### config.mk
export PLATFORM = sky130hd
export DESIGN_NAME = clock_supervisor
export DESIGN_NICKNAME = d
export VERILOG_FILES = /design/src/quality_checker.v /design/src/rate_timer.v /design/src/clock_supervisor.v
export VERILOG_INCLUDE_DIRS = /design/src /design/src/src
export SDC_FILE = /design/constraint.sdc
export NUM_CORES = 1
export LEC_CHECK = 0
export ABC_AREA = 0
export BUFFER_PORTS_ARGS = -buffer_cell sky130_fd_sc_hd__buf_2
export CORE_MARGIN = 8
export CORE_UTILIZATION = 38
export DETAILED_ROUTE_END_ITERATION = 16
export GPL_TIMING_DRIVEN = 1
export PLACE_DENSITY = 0.54
export SLEW_MARGIN = 20
export SYNTH_ARGS = -nofsm -noshare
export SYNTH_HDL_FRONTEND = slang
export SYNTH_SLANG_ARGS = --single-unit
### constraint.sdc
create_clock -name aclk -period 3.7 [get_ports aclk]
set_input_delay 0.555 -clock aclk [delete_from_list [all_inputs] [get_ports aclk]]
set_output_delay 0.555 -clock aclk [all_outputs]
set_load 0.01 [all_outputs]
### src/clock_supervisor_map.vh
// Register map, field positions, reset values and counts for the clock supervisor
`ifndef CLOCK_SUPERVISOR_MAP_VH
`define CLOCK_SUPERVISOR_MAP_VH

`define ADDR_CLOCK_SELECT 8'h00
`define ADDR_CONTROL 8'h04
`define ADDR_STATUS 8'h08
`define ADDR_PERIODIC_RATE 8'h0C
`define ADDR_WATCHDOG_CONTROL 8'h10
`define ADDR_WATCHDOG_SERVICE 8'h14

// Clock select register bits
`define SEL_WAIT_WATCHDOG 0
`define SEL_WAIT_PERIODIC 1
`define SEL_WAIT_CORE 2
`define SEL_WAIT_SYNTH 3
`define SEL_WAIT_REDUCED_OSC 4
`define SEL_WAIT_SYSTEM 6
`define SEL_SYNTH_CLOCK 7
`define CLOCK_SELECT_RESET 8'h00

// Control register bits
`define CTL_SYNTH_POWER 0
`define CTL_MONITOR_EN 1
`define CTL_SELF_CLOCK_EN 2
`define CTL_WDOG_PSTOP_EN 3
`define CTL_PER_PSTOP_EN 4
`define CTL_PER_IRQ_EN 5
`define CONTROL_RESET 8'h07

// Status register bits
`define STS_PERIODIC_FLAG 0
`define STS_SELF_CLOCK 1
`define STS_CHECK_PENDING 2
`define STS_WAIT_ACTIVE 3

// Watchdog control bits
`define WDOG_WINDOW_EN 7
`define WDOG_CONTROL_RESET 8'h00
`define PERIODIC_RATE_RESET 8'h00

`define WDOG_KEY_ARM 16'h0055
`define WDOG_KEY_SERVE 16'h00AA

`define CHECK_WINDOW_CYCLES 16'hC350
`define OSC_OK_EDGES 13'h1000
`define WDOG_BASE_SHIFT 5'h0D
`define PER_BASE_SHIFT 5'h09

`define RESP_OKAY 2'b00
`define RESP_DECERR 2'b11

`endif

### src/quality_checker.v
// Clock quality checker: counts reference edges inside fallback-timed windows
`timescale 1ns/1ps
`include "clock_supervisor_map.vh"
module quality_checker #(
	parameter [15:0] WINDOW = `CHECK_WINDOW_CYCLES
) (
	// Clock and reset
	input wire aclk,
	input wire aresetn,
	// Events
	input wire start,
	input wire ref_tick,
	input wire fallback_tick,
	// Result
	output reg pending_r,
	output reg osc_ok_r
);
	localparam [12:0] LAST_EDGE = `OSC_OK_EDGES - 13'h0001;
	reg [15:0] window_r;
	reg [12:0] edges_r;

	always @(posedge aclk) begin
		if (!aresetn) begin
			pending_r <= 1'b0;
			osc_ok_r <= 1'b0;
			window_r <= 16'h0000;
			edges_r <= 13'h0000;
		end else begin
			osc_ok_r <= 1'b0;
			if (start) begin
				pending_r <= 1'b1;
				window_r <= 16'h0000;
				edges_r <= 13'h0000;
			end else if (pending_r) begin
				if (ref_tick && edges_r == LAST_EDGE) begin
					pending_r <= 1'b0;
					osc_ok_r <= 1'b1;
					window_r <= 16'h0000;
					edges_r <= 13'h0000;
				end else if (fallback_tick && window_r == WINDOW - 16'h0001) begin
					window_r <= 16'h0000;
					edges_r <= 13'h0000;
				end else begin
					if (fallback_tick)
						window_r <= window_r + 16'h0001;
					if (ref_tick)
						edges_r <= edges_r + 13'h0001;
				end
			end
		end
	end
endmodule // quality_checker

### src/rate_timer.v
// Rate-selected timeout counter shared by the watchdog and the periodic timer
`timescale 1ns/1ps
module rate_timer (
	// Clock and reset
	input wire aclk,
	input wire aresetn,
	// Control
	input wire tick,
	input wire restart,
	input wire [2:0] rate,
	input wire [4:0] base_shift,
	// Status
	output reg expire_r,
	output wire late_quarter
);
	reg [24:0] count_r;
	wire [24:0] period;

	// Zero rate keeps the counter cleared, so the timer is stopped
	assign period = 25'h0000001 << (rate + base_shift - 5'h01);
	assign late_quarter = count_r >= (period - (period >> 2));

	always @(posedge aclk) begin
		if (!aresetn) begin
			count_r <= 25'h0000000;
			expire_r <= 1'b0;
		end else begin
			expire_r <= 1'b0;
			if (restart || rate == 3'h0) begin
				count_r <= 25'h0000000;
			end else if (tick) begin
				if (count_r == period - 25'h0000001) begin
					count_r <= 25'h0000000;
					expire_r <= 1'b1;
				end else begin
					count_r <= count_r + 25'h0000001;
				end
			end
		end
	end
endmodule // rate_timer

### src/clock_supervisor.v
// Clock supervisor: quality check, self-clock mode, watchdog, periodic timer, wait entry
//
// Local design decisions: the AXI4-Lite interface to the registers and the address map.
`timescale 1ns/1ps
`include "clock_supervisor_map.vh"
module clock_supervisor #(
	parameter [15:0] CHECK_WINDOW = `CHECK_WINDOW_CYCLES,
	parameter [4:0] WDOG_SHIFT = `WDOG_BASE_SHIFT,
	parameter [4:0] PER_SHIFT = `PER_BASE_SHIFT
) (
	// Clock and reset
	input wire aclk,
	input wire aresetn,
	// AXI4-Lite write address
	input wire awvalid,
	output wire awready,
	input wire [7:0] awaddr,
	input wire [2:0] awprot,
	// AXI4-Lite write data
	input wire wvalid,
	output wire wready,
	input wire [31:0] wdata,
	input wire [3:0] wstrb,
	// AXI4-Lite write response
	output reg bvalid_r,
	input wire bready,
	output reg [1:0] bresp_r,
	// AXI4-Lite read address
	input wire arvalid,
	output wire arready,
	input wire [7:0] araddr,
	input wire [2:0] arprot,
	// AXI4-Lite read data
	output reg rvalid_r,
	input wire rready,
	output reg [31:0] rdata_r,
	output reg [1:0] rresp_r,
	// Reset and clock events, one-cycle pulses
	input wire power_on_reset,
	input wire low_voltage_reset,
	input wire full_stop_exit,
	input wire clock_monitor_fail,
	// Oscillator ticks, one-cycle enables
	input wire ref_osc_tick,
	input wire fallback_tick,
	// Low-power requests
	input wire wait_instruction,
	input wire wake_event,
	input wire pseudo_stop,
	// Clock control outputs
	output reg [1:0] clock_source_r,
	output wire synth_running,
	output wire fallback_osc_on,
	output wire voltage_regulator_on,
	output wire core_clock_en,
	output wire system_clock_en,
	output wire reduced_osc_amplitude,
	// Reset and interrupt outputs
	output reg system_reset_r,
	output wire periodic_irq
);
	localparam [2:0] W_IDLE = 3'd0;
	localparam [2:0] W_SEL_REF = 3'd1;
	localparam [2:0] W_SYNTH = 3'd2;
	localparam [2:0] W_CORE = 3'd3;
	localparam [2:0] W_SYSTEM = 3'd4;
	localparam [2:0] W_ACTIVE = 3'd5;
	localparam [1:0] SRC_REF = 2'b00;
	localparam [1:0] SRC_SYNTH = 2'b01;
	localparam [1:0] SRC_FALLBACK = 2'b10;

	reg [7:0] clock_select_r;
	reg [7:0] control_r;
	reg [7:0] periodic_rate_r;
	reg [7:0] watchdog_control_r;
	reg periodic_flag_r;
	reg self_clock_mode_r;
	reg service_armed_r;
	reg [2:0] wait_state_r;
	reg [2:0] wait_state_nxt;
	reg synth_gated_r;
	reg core_gated_r;
	reg system_gated_r;
	reg aw_hold_r;
	reg w_hold_r;
	reg [7:0] awaddr_r;
	reg [31:0] wdata_r;
	reg [3:0] wstrb_r;
	reg [31:0] read_word;
	reg read_hit;

	wire do_write;
	wire wr_byte0;
	wire check_start;
	wire check_pending;
	wire osc_ok;
	wire monitor_on;
	wire self_clock_on;
	wire wait_active;
	wire wdog_enabled;
	wire wdog_tick;
	wire per_tick;
	wire wdog_expire;
	wire wdog_late;
	wire per_expire;
	wire service_write;
	wire service_bad;
	wire service_restart;
	wire per_restart;
	wire monitor_event;

	// Address decode used for both channels
	function is_mapped;
		input [7:0] addr;
		begin
			is_mapped = (addr == `ADDR_CLOCK_SELECT) || (addr == `ADDR_CONTROL) ||
				(addr == `ADDR_STATUS) || (addr == `ADDR_PERIODIC_RATE) ||
				(addr == `ADDR_WATCHDOG_CONTROL) || (addr == `ADDR_WATCHDOG_SERVICE);
		end
	endfunction

	// Write channel: address and data taken in either order, answered together
	assign awready = !aw_hold_r && !bvalid_r;
	assign wready = !w_hold_r && !bvalid_r;
	assign do_write = aw_hold_r && w_hold_r && !bvalid_r;
	assign wr_byte0 = do_write && wstrb_r[0];
	assign arready = !rvalid_r;

	assign monitor_on = control_r[`CTL_MONITOR_EN];
	assign monitor_event = clock_monitor_fail && monitor_on;
	assign check_start = power_on_reset || low_voltage_reset || full_stop_exit ||
		monitor_event;
	assign wait_active = wait_state_r == W_ACTIVE;

	quality_checker #(
		.WINDOW(CHECK_WINDOW)
	) u_checker (
		.aclk(aclk),
		.aresetn(aresetn),
		.start(check_start),
		.ref_tick(ref_osc_tick),
		.fallback_tick(fallback_tick),
		.pending_r(check_pending),
		.osc_ok_r(osc_ok)
	);

	// Self-clock mode needs both enables
	assign self_clock_on = monitor_on && control_r[`CTL_SELF_CLOCK_EN];

	// Gated reference clock for the watchdog and the periodic timer
	assign wdog_enabled = watchdog_control_r[2:0] != 3'h0;
	assign wdog_tick = ref_osc_tick &&
		!(pseudo_stop && !control_r[`CTL_WDOG_PSTOP_EN]) &&
		!(wait_active && clock_select_r[`SEL_WAIT_WATCHDOG]);
	assign per_tick = ref_osc_tick &&
		!(pseudo_stop && !control_r[`CTL_PER_PSTOP_EN]) &&
		!(wait_active && clock_select_r[`SEL_WAIT_PERIODIC]);

	// Service sequence decode
	assign service_write = wr_byte0 && awaddr_r == `ADDR_WATCHDOG_SERVICE && wdog_enabled;
	assign service_bad = service_write &&
		((wdata_r[15:0] != `WDOG_KEY_ARM && wdata_r[15:0] != `WDOG_KEY_SERVE) ||
		(watchdog_control_r[`WDOG_WINDOW_EN] && !wdog_late));
	assign service_restart = service_write && !service_bad && service_armed_r &&
		wdata_r[15:0] == `WDOG_KEY_SERVE;
	assign per_restart = wr_byte0 && awaddr_r == `ADDR_PERIODIC_RATE;

	rate_timer u_watchdog (
		.aclk(aclk),
		.aresetn(aresetn),
		.tick(wdog_tick),
		.restart(service_restart),
		.rate(watchdog_control_r[2:0]),
		.base_shift(WDOG_SHIFT),
		.expire_r(wdog_expire),
		.late_quarter(wdog_late)
	);

	rate_timer u_periodic (
		.aclk(aclk),
		.aresetn(aresetn),
		.tick(per_tick),
		.restart(per_restart),
		.rate(periodic_rate_r[2:0]),
		.base_shift(PER_SHIFT),
		.expire_r(per_expire),
		.late_quarter()
	);

	// Keep the fallback oscillator and regulator alive during any check
	assign fallback_osc_on = check_pending || self_clock_mode_r ||
		(control_r[`CTL_SYNTH_POWER] && !synth_gated_r);
	assign voltage_regulator_on = check_pending || !pseudo_stop;
	assign synth_running = fallback_osc_on;
	assign core_clock_en = !core_gated_r;
	assign system_clock_en = !system_gated_r;
	assign reduced_osc_amplitude = wait_active && clock_select_r[`SEL_WAIT_REDUCED_OSC];
	assign periodic_irq = periodic_flag_r && control_r[`CTL_PER_IRQ_EN];

	// Wait entry walks the gating steps in a fixed order
	always @* begin
		wait_state_nxt = wait_state_r;
		case (wait_state_r)
			W_IDLE: begin
				if (wait_instruction)
					wait_state_nxt = W_SEL_REF;
			end
			W_SEL_REF: wait_state_nxt = W_SYNTH;
			W_SYNTH: wait_state_nxt = W_CORE;
			W_CORE: wait_state_nxt = W_SYSTEM;
			W_SYSTEM: wait_state_nxt = W_ACTIVE;
			W_ACTIVE: begin
				if (wake_event)
					wait_state_nxt = W_IDLE;
			end
			default: wait_state_nxt = W_IDLE;
		endcase
	end

	always @(posedge aclk) begin
		if (!aresetn) begin
			wait_state_r <= W_IDLE;
			synth_gated_r <= 1'b0;
			core_gated_r <= 1'b0;
			system_gated_r <= 1'b0;
		end else begin
			wait_state_r <= wait_state_nxt;
			if (wait_state_r == W_ACTIVE && wake_event) begin
				synth_gated_r <= 1'b0;
				core_gated_r <= 1'b0;
				system_gated_r <= 1'b0;
			end else begin
				if (wait_state_r == W_SYNTH && clock_select_r[`SEL_WAIT_SYNTH])
					synth_gated_r <= 1'b1;
				if (wait_state_r == W_CORE &&
					(clock_select_r[`SEL_WAIT_CORE] || clock_select_r[`SEL_WAIT_SYSTEM]))
					core_gated_r <= 1'b1;
				if (wait_state_r == W_SYSTEM && clock_select_r[`SEL_WAIT_SYSTEM])
					system_gated_r <= 1'b1;
			end
		end
	end

	// Register file, hardware events win over software writes
	always @(posedge aclk) begin
		if (!aresetn) begin
			clock_select_r <= `CLOCK_SELECT_RESET;
			control_r <= `CONTROL_RESET;
			periodic_rate_r <= `PERIODIC_RATE_RESET;
			watchdog_control_r <= `WDOG_CONTROL_RESET;
			periodic_flag_r <= 1'b0;
			self_clock_mode_r <= 1'b0;
			service_armed_r <= 1'b0;
			system_reset_r <= 1'b0;
			clock_source_r <= SRC_REF;
		end else begin
			system_reset_r <= 1'b0;
			if (wr_byte0) begin
				case (awaddr_r)
					`ADDR_CLOCK_SELECT: clock_select_r <= wdata_r[7:0];
					`ADDR_CONTROL: begin
						control_r <= wdata_r[7:0];
						// Powering down the synthesizer under its own clock would stall everything
						if (clock_select_r[`SEL_SYNTH_CLOCK])
							control_r[`CTL_SYNTH_POWER] <= 1'b1;
					end
					`ADDR_STATUS: begin
						if (wdata_r[`STS_PERIODIC_FLAG])
							periodic_flag_r <= 1'b0;
					end
					`ADDR_PERIODIC_RATE: periodic_rate_r <= {5'h00, wdata_r[2:0]};
					`ADDR_WATCHDOG_CONTROL: begin
						watchdog_control_r <= {wdata_r[7], 4'h0, wdata_r[2:0]};
					end
					default: begin
					end
				endcase
			end
			if (service_write) begin
				if (wdata_r[15:0] == `WDOG_KEY_ARM)
					service_armed_r <= 1'b1;
				else
					service_armed_r <= 1'b0;
			end
			if (!wdog_enabled)
				service_armed_r <= 1'b0;
			// Flag set beats a clear arriving in the same cycle
			if (per_expire)
				periodic_flag_r <= 1'b1;
			if (wait_state_r == W_SEL_REF && clock_select_r[`SEL_WAIT_SYNTH])
				clock_select_r[`SEL_SYNTH_CLOCK] <= 1'b0;
			if (service_bad || (wdog_expire && wdog_enabled))
				system_reset_r <= 1'b1;
			if (monitor_event) begin
				if (control_r[`CTL_SELF_CLOCK_EN]) begin
					self_clock_mode_r <= 1'b1;
					clock_select_r[`SEL_SYNTH_CLOCK] <= 1'b0;
				end else begin
					system_reset_r <= 1'b1;
					control_r[`CTL_SELF_CLOCK_EN] <= 1'b1;
				end
			end else if (osc_ok && self_clock_mode_r) begin
				// Checker has already stopped on its own: its pending flag drops with the osc_ok pulse
				self_clock_mode_r <= 1'b0;
			end
			if (self_clock_mode_r && self_clock_on)
				clock_source_r <= SRC_FALLBACK;
			else if (clock_select_r[`SEL_SYNTH_CLOCK])
				clock_source_r <= SRC_SYNTH;
			else
				clock_source_r <= SRC_REF;
		end
	end

	// Read mux
	always @* begin
		read_word = 32'h00000000;
		read_hit = is_mapped(araddr);
		case (araddr)
			`ADDR_CLOCK_SELECT: read_word = {24'h000000, clock_select_r};
			`ADDR_CONTROL: read_word = {24'h000000, control_r};
			`ADDR_STATUS: read_word = {28'h0000000, wait_active, check_pending,
				self_clock_mode_r, periodic_flag_r};
			`ADDR_PERIODIC_RATE: read_word = {24'h000000, periodic_rate_r};
			`ADDR_WATCHDOG_CONTROL: read_word = {24'h000000, watchdog_control_r};
			default: read_word = 32'h00000000;
		endcase
	end

	// Bus handshakes
	always @(posedge aclk) begin
		if (!aresetn) begin
			aw_hold_r <= 1'b0;
			w_hold_r <= 1'b0;
			awaddr_r <= 8'h00;
			wdata_r <= 32'h00000000;
			wstrb_r <= 4'h0;
			bvalid_r <= 1'b0;
			bresp_r <= `RESP_OKAY;
			rvalid_r <= 1'b0;
			rdata_r <= 32'h00000000;
			rresp_r <= `RESP_OKAY;
		end else begin
			if (awvalid && awready) begin
				aw_hold_r <= 1'b1;
				awaddr_r <= awaddr;
			end
			if (wvalid && wready) begin
				w_hold_r <= 1'b1;
				wdata_r <= wdata;
				wstrb_r <= wstrb;
			end
			if (do_write) begin
				aw_hold_r <= 1'b0;
				w_hold_r <= 1'b0;
				bvalid_r <= 1'b1;
				bresp_r <= is_mapped(awaddr_r) ? `RESP_OKAY : `RESP_DECERR;
			end else if (bvalid_r && bready) begin
				bvalid_r <= 1'b0;
			end
			if (arvalid && arready) begin
				rvalid_r <= 1'b1;
				rdata_r <= read_word;
				rresp_r <= read_hit ? `RESP_OKAY : `RESP_DECERR;
			end else if (rvalid_r && rready) begin
				rvalid_r <= 1'b0;
			end
		end
	end
endmodule // clock_supervisor

Word level (Yosys, flattened, before mapping)
Index checks and enable logic that the tools add are counted.

word-level totals
  bits in registers = 183
  bits of input ports = 74
  output and inout bits = 51
  logic and storage cells = 237

operators by class
  add/subtract/negate cells = 11
  order comparisons = 1
  equal/unequal tests = 26
  shift-type cells = 2
  multiplexer cells = 47
  bitwise gates (word level) = 4
  reductions and logical operators = 112

operators with widths
  kind                                                 number
  adder 25 x 1 -> 25 bit (second input constant)       2
  == test 25 bit                                       2
  two-way mux 25 bit                                   2
  << shifter 1 x 5 -> 25 bit (first input constant)    2
  subtractor 25 x 1 -> 25 bit (second input constant)  2
  two-way mux 16 bit                                   3
  logical AND 1 bit                                    42
  case mux 8 bit (5 select lines)                      1
  two-way mux 13 bit                                   3
  == test 8 x 4 -> 1 bit (second input constant)       4
  == test 8 x 5 -> 1 bit (second input constant)       4
  two-way mux 1 bit                                    28
  greater-or-equal comparator 25 bit                   1
  subtractor 25 x 23 -> 25 bit                         1
  logical OR 1 bit                                     21
  case mux 3 bit (6 select lines)                      1
  AND reduction 2 bit                                  9
  adder 16 x 1 -> 16 bit (second input constant)       1
  == test 16 bit (second input constant)               1
  == test 16 x 7 -> 1 bit (second input constant)      1
  == test 16 x 8 -> 1 bit (second input constant)      1
  == test 8 x 3 -> 1 bit (second input constant)       2
  logical NOT 1 bit                                    16
  logical NOT 8 bit                                    2
  other kinds (20)                                     51

Depth between registers and ports, before layout
  word-level depth = 15
  gate-level depth with buffers = 15
  gate-level depth less buffers = 13

Cells and area by module
A second synthesis with hierarchy kept.

second synthesis, totals
  cell total of the unflattened synthesis = 1805
  area total of the unflattened synthesis = 13699.4 µm²

modules (own cells, without submodules)
  module                    times used  cells an instance  area each (µm²)  seq. area each (µm²)
  rate_timer at u_periodic  1           590                4315.4           520.5
  rate_timer at u_watchdog  1           585                4251.6           520.5
  clock_supervisor          1           423                3467.1           1481.4
  quality_checker           1           207                1665.3           620.6

Worst setup path before layout
OpenSTA, ideal clock, no wires.

  kind = register to register
  start point = reg watchdog_control_r[1]
  end point = reg u_watchdog.count_r[14]
  library setup time = 0.064 ns
  arrival = 2.638 ns
  data required time = 3.636 ns
  slack = 0.998 ns
  stages on the path, launching flop included = 15
  clock period less this slack = 2.702 ns
  path through = dfxtp_1 or2_1 buf_6 nor2_4 ha_1 xnor2_1 ha_1 a211oi_1 nor2_1 nor3_1 o2111ai_1 a41oi_2 o2111ai_2 buf_6 nor2_1

on the way
  cells in the longest elaborated chain, start to end = 15
  elaborated cells between the ends (all ways) = 21
  classes of those cells = 4 x add/sub; 1 x order compare; 1 x eq/ne; 1 x shift; 1 x mux; 13 x reduce/logical

RTL lines
  element                             line                    source
  start: declaration                  clock_supervisor.v:75   reg [7:0] watchdog_control_r;
  start signal: assignment            clock_supervisor.v:250  watchdog_control_r <= `WDOG_CONTROL_RESET;
  start signal: assignment            clock_supervisor.v:273  watchdog_control_r <= {wdata_r[7], 4'h0, wdata_r[2:0]};
  adder 3 x 4 -> 5 bit                rate_timer.v:20         assign period = 25'h0000001 << (rate + base_shift - 5'h01);
  subtractor 5 x 1 -> 5 bit           rate_timer.v:20
  << shifter 1 x 5 -> 25 bit          rate_timer.v:20
  subtractor 25 x 23 -> 25 bit        rate_timer.v:21         assign late_quarter = count_r >= (period - (period >> 2));
  greater-or-equal comparator 25 bit  rate_timer.v:21
  logical NOT 1 bit                   clock_supervisor.v:163  (watchdog_control_r[`WDOG_WINDOW_EN] && !wdog_late));
  logical AND 1 bit                   clock_supervisor.v:163
  logical OR 1 bit                    clock_supervisor.v:162  ((wdata_r[15:0] != `WDOG_KEY_ARM && wdata_r[15:0] != `WDOG_KEY_SERVE) ||
  logical AND 1 bit                   clock_supervisor.v:161  assign service_bad = service_write &&
  logical NOT 1 bit                   clock_supervisor.v:164  assign service_restart = service_write && !service_bad && service_armed_r &&
  logical AND 1 bit (2 in series)     clock_supervisor.v:164
  logical AND 1 bit (no line)         --
  logical OR 1 bit                    rate_timer.v:29         if (restart || rate == 3'h0) begin
  OR reduction 2 bit (no line)        --
  end signal: assignment              rate_timer.v:36         count_r <= count_r + 25'h0000001;
  end: declaration                    rate_timer.v:16         reg [24:0] count_r;

Parallel ways exist; a longest one is shown, timed or not.
A chain may end at the register's enable or synchronous reset.

Final worst setup path
  start point = reg watchdog_control_r[2]
  end point = reg u_watchdog.count_r[17]

Same word-level chain as after synthesis.

==> summary.md <==
| Metric | Value |
|---|---|
| Clock slew seen by the registers of the worst setup and hold paths | 0.07 ns |
| CP cell instances | nand2b_1 -> nand2b_1 -> ha_1 -> xnor2_1 -> ha_1 -> a211oi_1 -> nor2_1 -> nor3_1 -> o2111ai_1 -> a41oi_2 -> o2111ai_2 -> buf_12 -> nor2_1 |
| Final setup skew | 0.0135 ns |
| Port-buffer cells | 75 |
| Total of cells resized after clock tree synthesis | 0 |
| Die Wd | 162 µm |
| Mean post-synth cell area | 8.47 µm² |
| Total area of sequential cells | 3140 µm² |
| Instance count of the mapped netlist | 960 |
| Clock latency of the later-clocked register in the worst-skew pair | 0.42 ns |
| Detailed-route wire length per cell | 14.7 µm |
| Setup repair after global routing missed its margin | false |
| Global routing usage on met3 | 3.29% |
| Largest delay share family, worst path | compound AO/OA/AOI/OAI gates |
| Most frequent cell after synthesis | dfxtp_1 |
| Row cnt | 53 |
| HPWL after DPL | 14400 µm |
| Buffers inserted during post-CTS setup optimization | 0 |
| Clock power frac | 48.6% |
| Delay contributed by the slowest stage of the critical path | 0.69 ns |
| # H-tree levels | 4 |
| Final hold vios | 0 |
| EDFF count, synth | 0 |
| Final setup TNS | 0 ns |
| Minimum setup slack after placement | 0.448 ns |
| Number of clock sinks | 157 |
| # DRC | 0 |
| Critical path data arrival time | 3.58 ns |
| R2r worst-path depth | 13 |
| Area of combinational cells with multiple inputs | 4590 µm² |
| Tightest slew margin relative to the limit | 41.0% |
| Path type of the worst setup path | reg -> reg |
| Critical path peak fanout | 22 |
| First-iteration detailed-routing DRC count | 332 |
| Overall power after layout | 3840 µW |
| Proportion of layout cells with a drive suffix above 1 | 13.1% |
| Async SR Flop Fraction | 0% |
| Crit. path cell count | 13 |
| Remaining Overflow, GRT | 0 |
| Worst Setup Slack, final | 0.472 ns |
| Final setup violating endpoints | 0 |
| Area of the core | 21000 µm² |
| Critical Path Source Type | flop |
| Effective utilization at floorplan | 38.7% |
| Time the worst path needs with I/O delays and setup | 3.23 ns |
| DIE HEIGHT | 162 µm |
| Number of nets at the end of the flow | 1121 |
| GRT met1 Usage | 20.2% |
| Total iterations of the first detailed-routing run | 5 |
| Maximum number of pins on one net before global-route repair | 41 |
| Largest cells by area after synthesis | dfxtp_1 (39%), xor2_1 (5.7%), nor2_1 (5.5%) |
| Die Area | 26300 µm² |
| Flip-flop cell with the highest count after synthesis | dfxtp_1 |
| Number of buffers inserted during clock tree synthesis | 17 |
| Number of buffers and inverters on the critical path | 1 |
| Maximum clock path buffer count | 2 |
| Vias per Instance | 4.98 |
| Hold-fix buffers at CTS | 0 |
| Switching component of the power | 940 µW |
| Portion of netlist area occupied by mux cells | 2.51% |
| Worst hold margin | 0.374 ns |
| Yosys synthesis warning count | 0 |
| Share of synthesized area occupied by flip-flops and latches | 38.7% |
| Worst hold path type | in -> reg |
| Compound-cell area share of the yosys netlist | 12.9% |
| Most area-hungry cell type in the Yosys netlist | dfxtp_1 |
| Sum of routed wire length over all layers | 19300 µm |
| Required time of the critical path | 4.05 ns |
| Outcome | finished clean |
| Final weighted congestion of routability-driven global placement | 0.800 |
| Largest voltage drop on the vdd net | 290 µV |
| Via count of the first global-routing pass | 6314 |
| Slowest cell on crit path | dfxtp_1 |
| Synth Area in Simple Gates | 27.3% |
| Xor/xnor cell area share of the yosys netlist | 8.62% |
| Critical Path Sink Type | flop |
| Part of the power in combinational logic | 5.5% |
| Switching Fraction | 24.5% |
| Antenna Nets Post-Route | 0 |
| Clock tree from TritonCTS | yes |
| Power share of the sequential group | 45.9% |
| Internal cell power | 2900 µW |
| Total global routing track utilization | 14.8% |
| Root Driver | clkbuf_16 |
| Peak clock frequency supported by timing | 310 MHz |
| Number of distinct library cell variants in the gate-level netlist after synthesis | 71 |
| Synthesized area | 8130 µm² |
| Number of antenna violations at the first check in global routing | 1 |
| Number of max-slew violations in the final report | 0 |
| Busiest layer in global routing | met2 |
| Synthesized flop and latch total | 157 |
| I/O Pins | 125 |
| Main combinational cell family by area after synthesis | simple AND/OR/NAND/NOR gates |
| Fraction of met2 tracks used by global routing | 23.2% |
| Transition time at the pin with the least slew margin | 0.883 ns |
| Pwr dens | 415 nW/µm² |
| Vias after detailed routing | 6540 |
| Cell types with the highest counts after synthesis | dfxtp_1 (157), nor2_1 (119), nand2_1 (117) |
| Signed area change from the synthesized netlist to the final layout | 13.6% |
| Static Leak | 0.00354 µW |
| Adder-cell share of the synthesized area | 3.69% |
| Number of instances on the worst hold path | 3 |
| Number of max-cap violations | 0 |
| Area fraction of the dominant cell type after synthesis | 38.7% |
| Final worst path period share | 87.3% |
| Filler cells | 2139 |
| Wire length of the first global-routing pass | 32100 µm |
## power groups by stage
stage	sequential, µW	clock, µW	combinational (µW)
after floorplan	1790	0	166
after CTS	1760	1910	212
after detailed placement	1800	0	211
after global routing	1770	1970	240
final	1760	1860	211
after global placement	1800	0	211
## worst paths after layout
path,slack (ns),end,start
setup / recovery,0.47,u_watchdog.count_r[17],watchdog_control_r[2]
hold / removal,0.37,wdata_r[10],wdata[10]
setup reg to reg,0.47,u_watchdog.count_r[17],watchdog_control_r[2]
hold reg to reg,0.47,wdata_r[9],wdata_r[9]
## worst min-delay path: stages
cell      delay, ns
buf_2          0.09
nand2_1        0.04
a21boi_0       0.06
## layout make-up
class | instances | share of cell area, %
Clock buffer | 18 | 4.65
Multi-Input combinational cell | 740 | 49.7
Clock inverter | 14 | 2.13
Inverter | 25 | 1.02
Antenna cell | 1 | 0.0271
Sequential cell | 157 | 34.0
Tap cell | 275 | 3.72
Timing Repair Buffer | 82 | 4.77
## metrics by stage
step / area (µm²) / utilization (%) / instances
2_1_floorplan: 8240 / - / 990
3_3_place_gp: 8610 / 41.0 / 1279
3_5_place_dp: 8610 / 41.0 / 1279
4_1_cts: 9240 / 43.9 / 1311
5_1_grt: 9240 / 43.9 / 1312
6_report: 9240 / 43.9 / 1312
## metal layers
metal / vias to the layer above / wire, µm
li1: 3377 / -
met1: 3034 / 9530
met2: 121 / 8940
met3: 8 / 703
met4: 0 / 123
met5: - / 0
## cells in the final DEF, fill, tap and decap left out, types with 4 or more instances in the layout
cell type	n
o211ai_1	6
o211a_1	7
nor2_1	119
nand3_1	43
nor2b_1	24
a21oi_1	23
and3_1	19
nor4_1	6
and4_1	9
buf_2	75
nand4b_1	7
buf_4	6
nand2b_1	9
a31oi_1	4
mux2i_1	17
o21ai_0	29
clkbuf_16	17
xnor2_1	27
inv_6	6
nand2_1	117
a22oi_1	10
conb_1	32
and2_1	13
nand4_1	28
ha_1	24
xor2_1	53
a21boi_0	34
nor3_1	21
a211oi_1	6
dfxtp_1	157
inv_1	24
## registers in the layout, indices dropped and copies added, names as in the netlist, 2 cells and up
| name | flops |
|---|---|
| u_periodic.count_r | 25 |
| u_watchdog.count_r | 25 |
| u_checker.window_r | 16 |
| wdata_r | 16 |
| u_checker.edges_r | 13 |
| awaddr_r | 8 |
| clock_select_r | 8 |
| control_r | 8 |
| rdata_r | 8 |
| watchdog_control_r | 4 |
| periodic_rate_r | 3 |
| wait_state_r | 3 |
| clock_source_r | 2 |
## kinds of logic after synthesis
kind of cell | count (synthesis)
AND/OR/NAND/NOR | 442
flip-flops | 157
AO/OA/AOI/OAI | 142
buffers and inverters | 93
XOR/XNOR | 80
adder cells (fa/ha/maj) | 24
multiplexers | 20
other | 2
No activity file was read; power rests on OpenSTA's default activity.
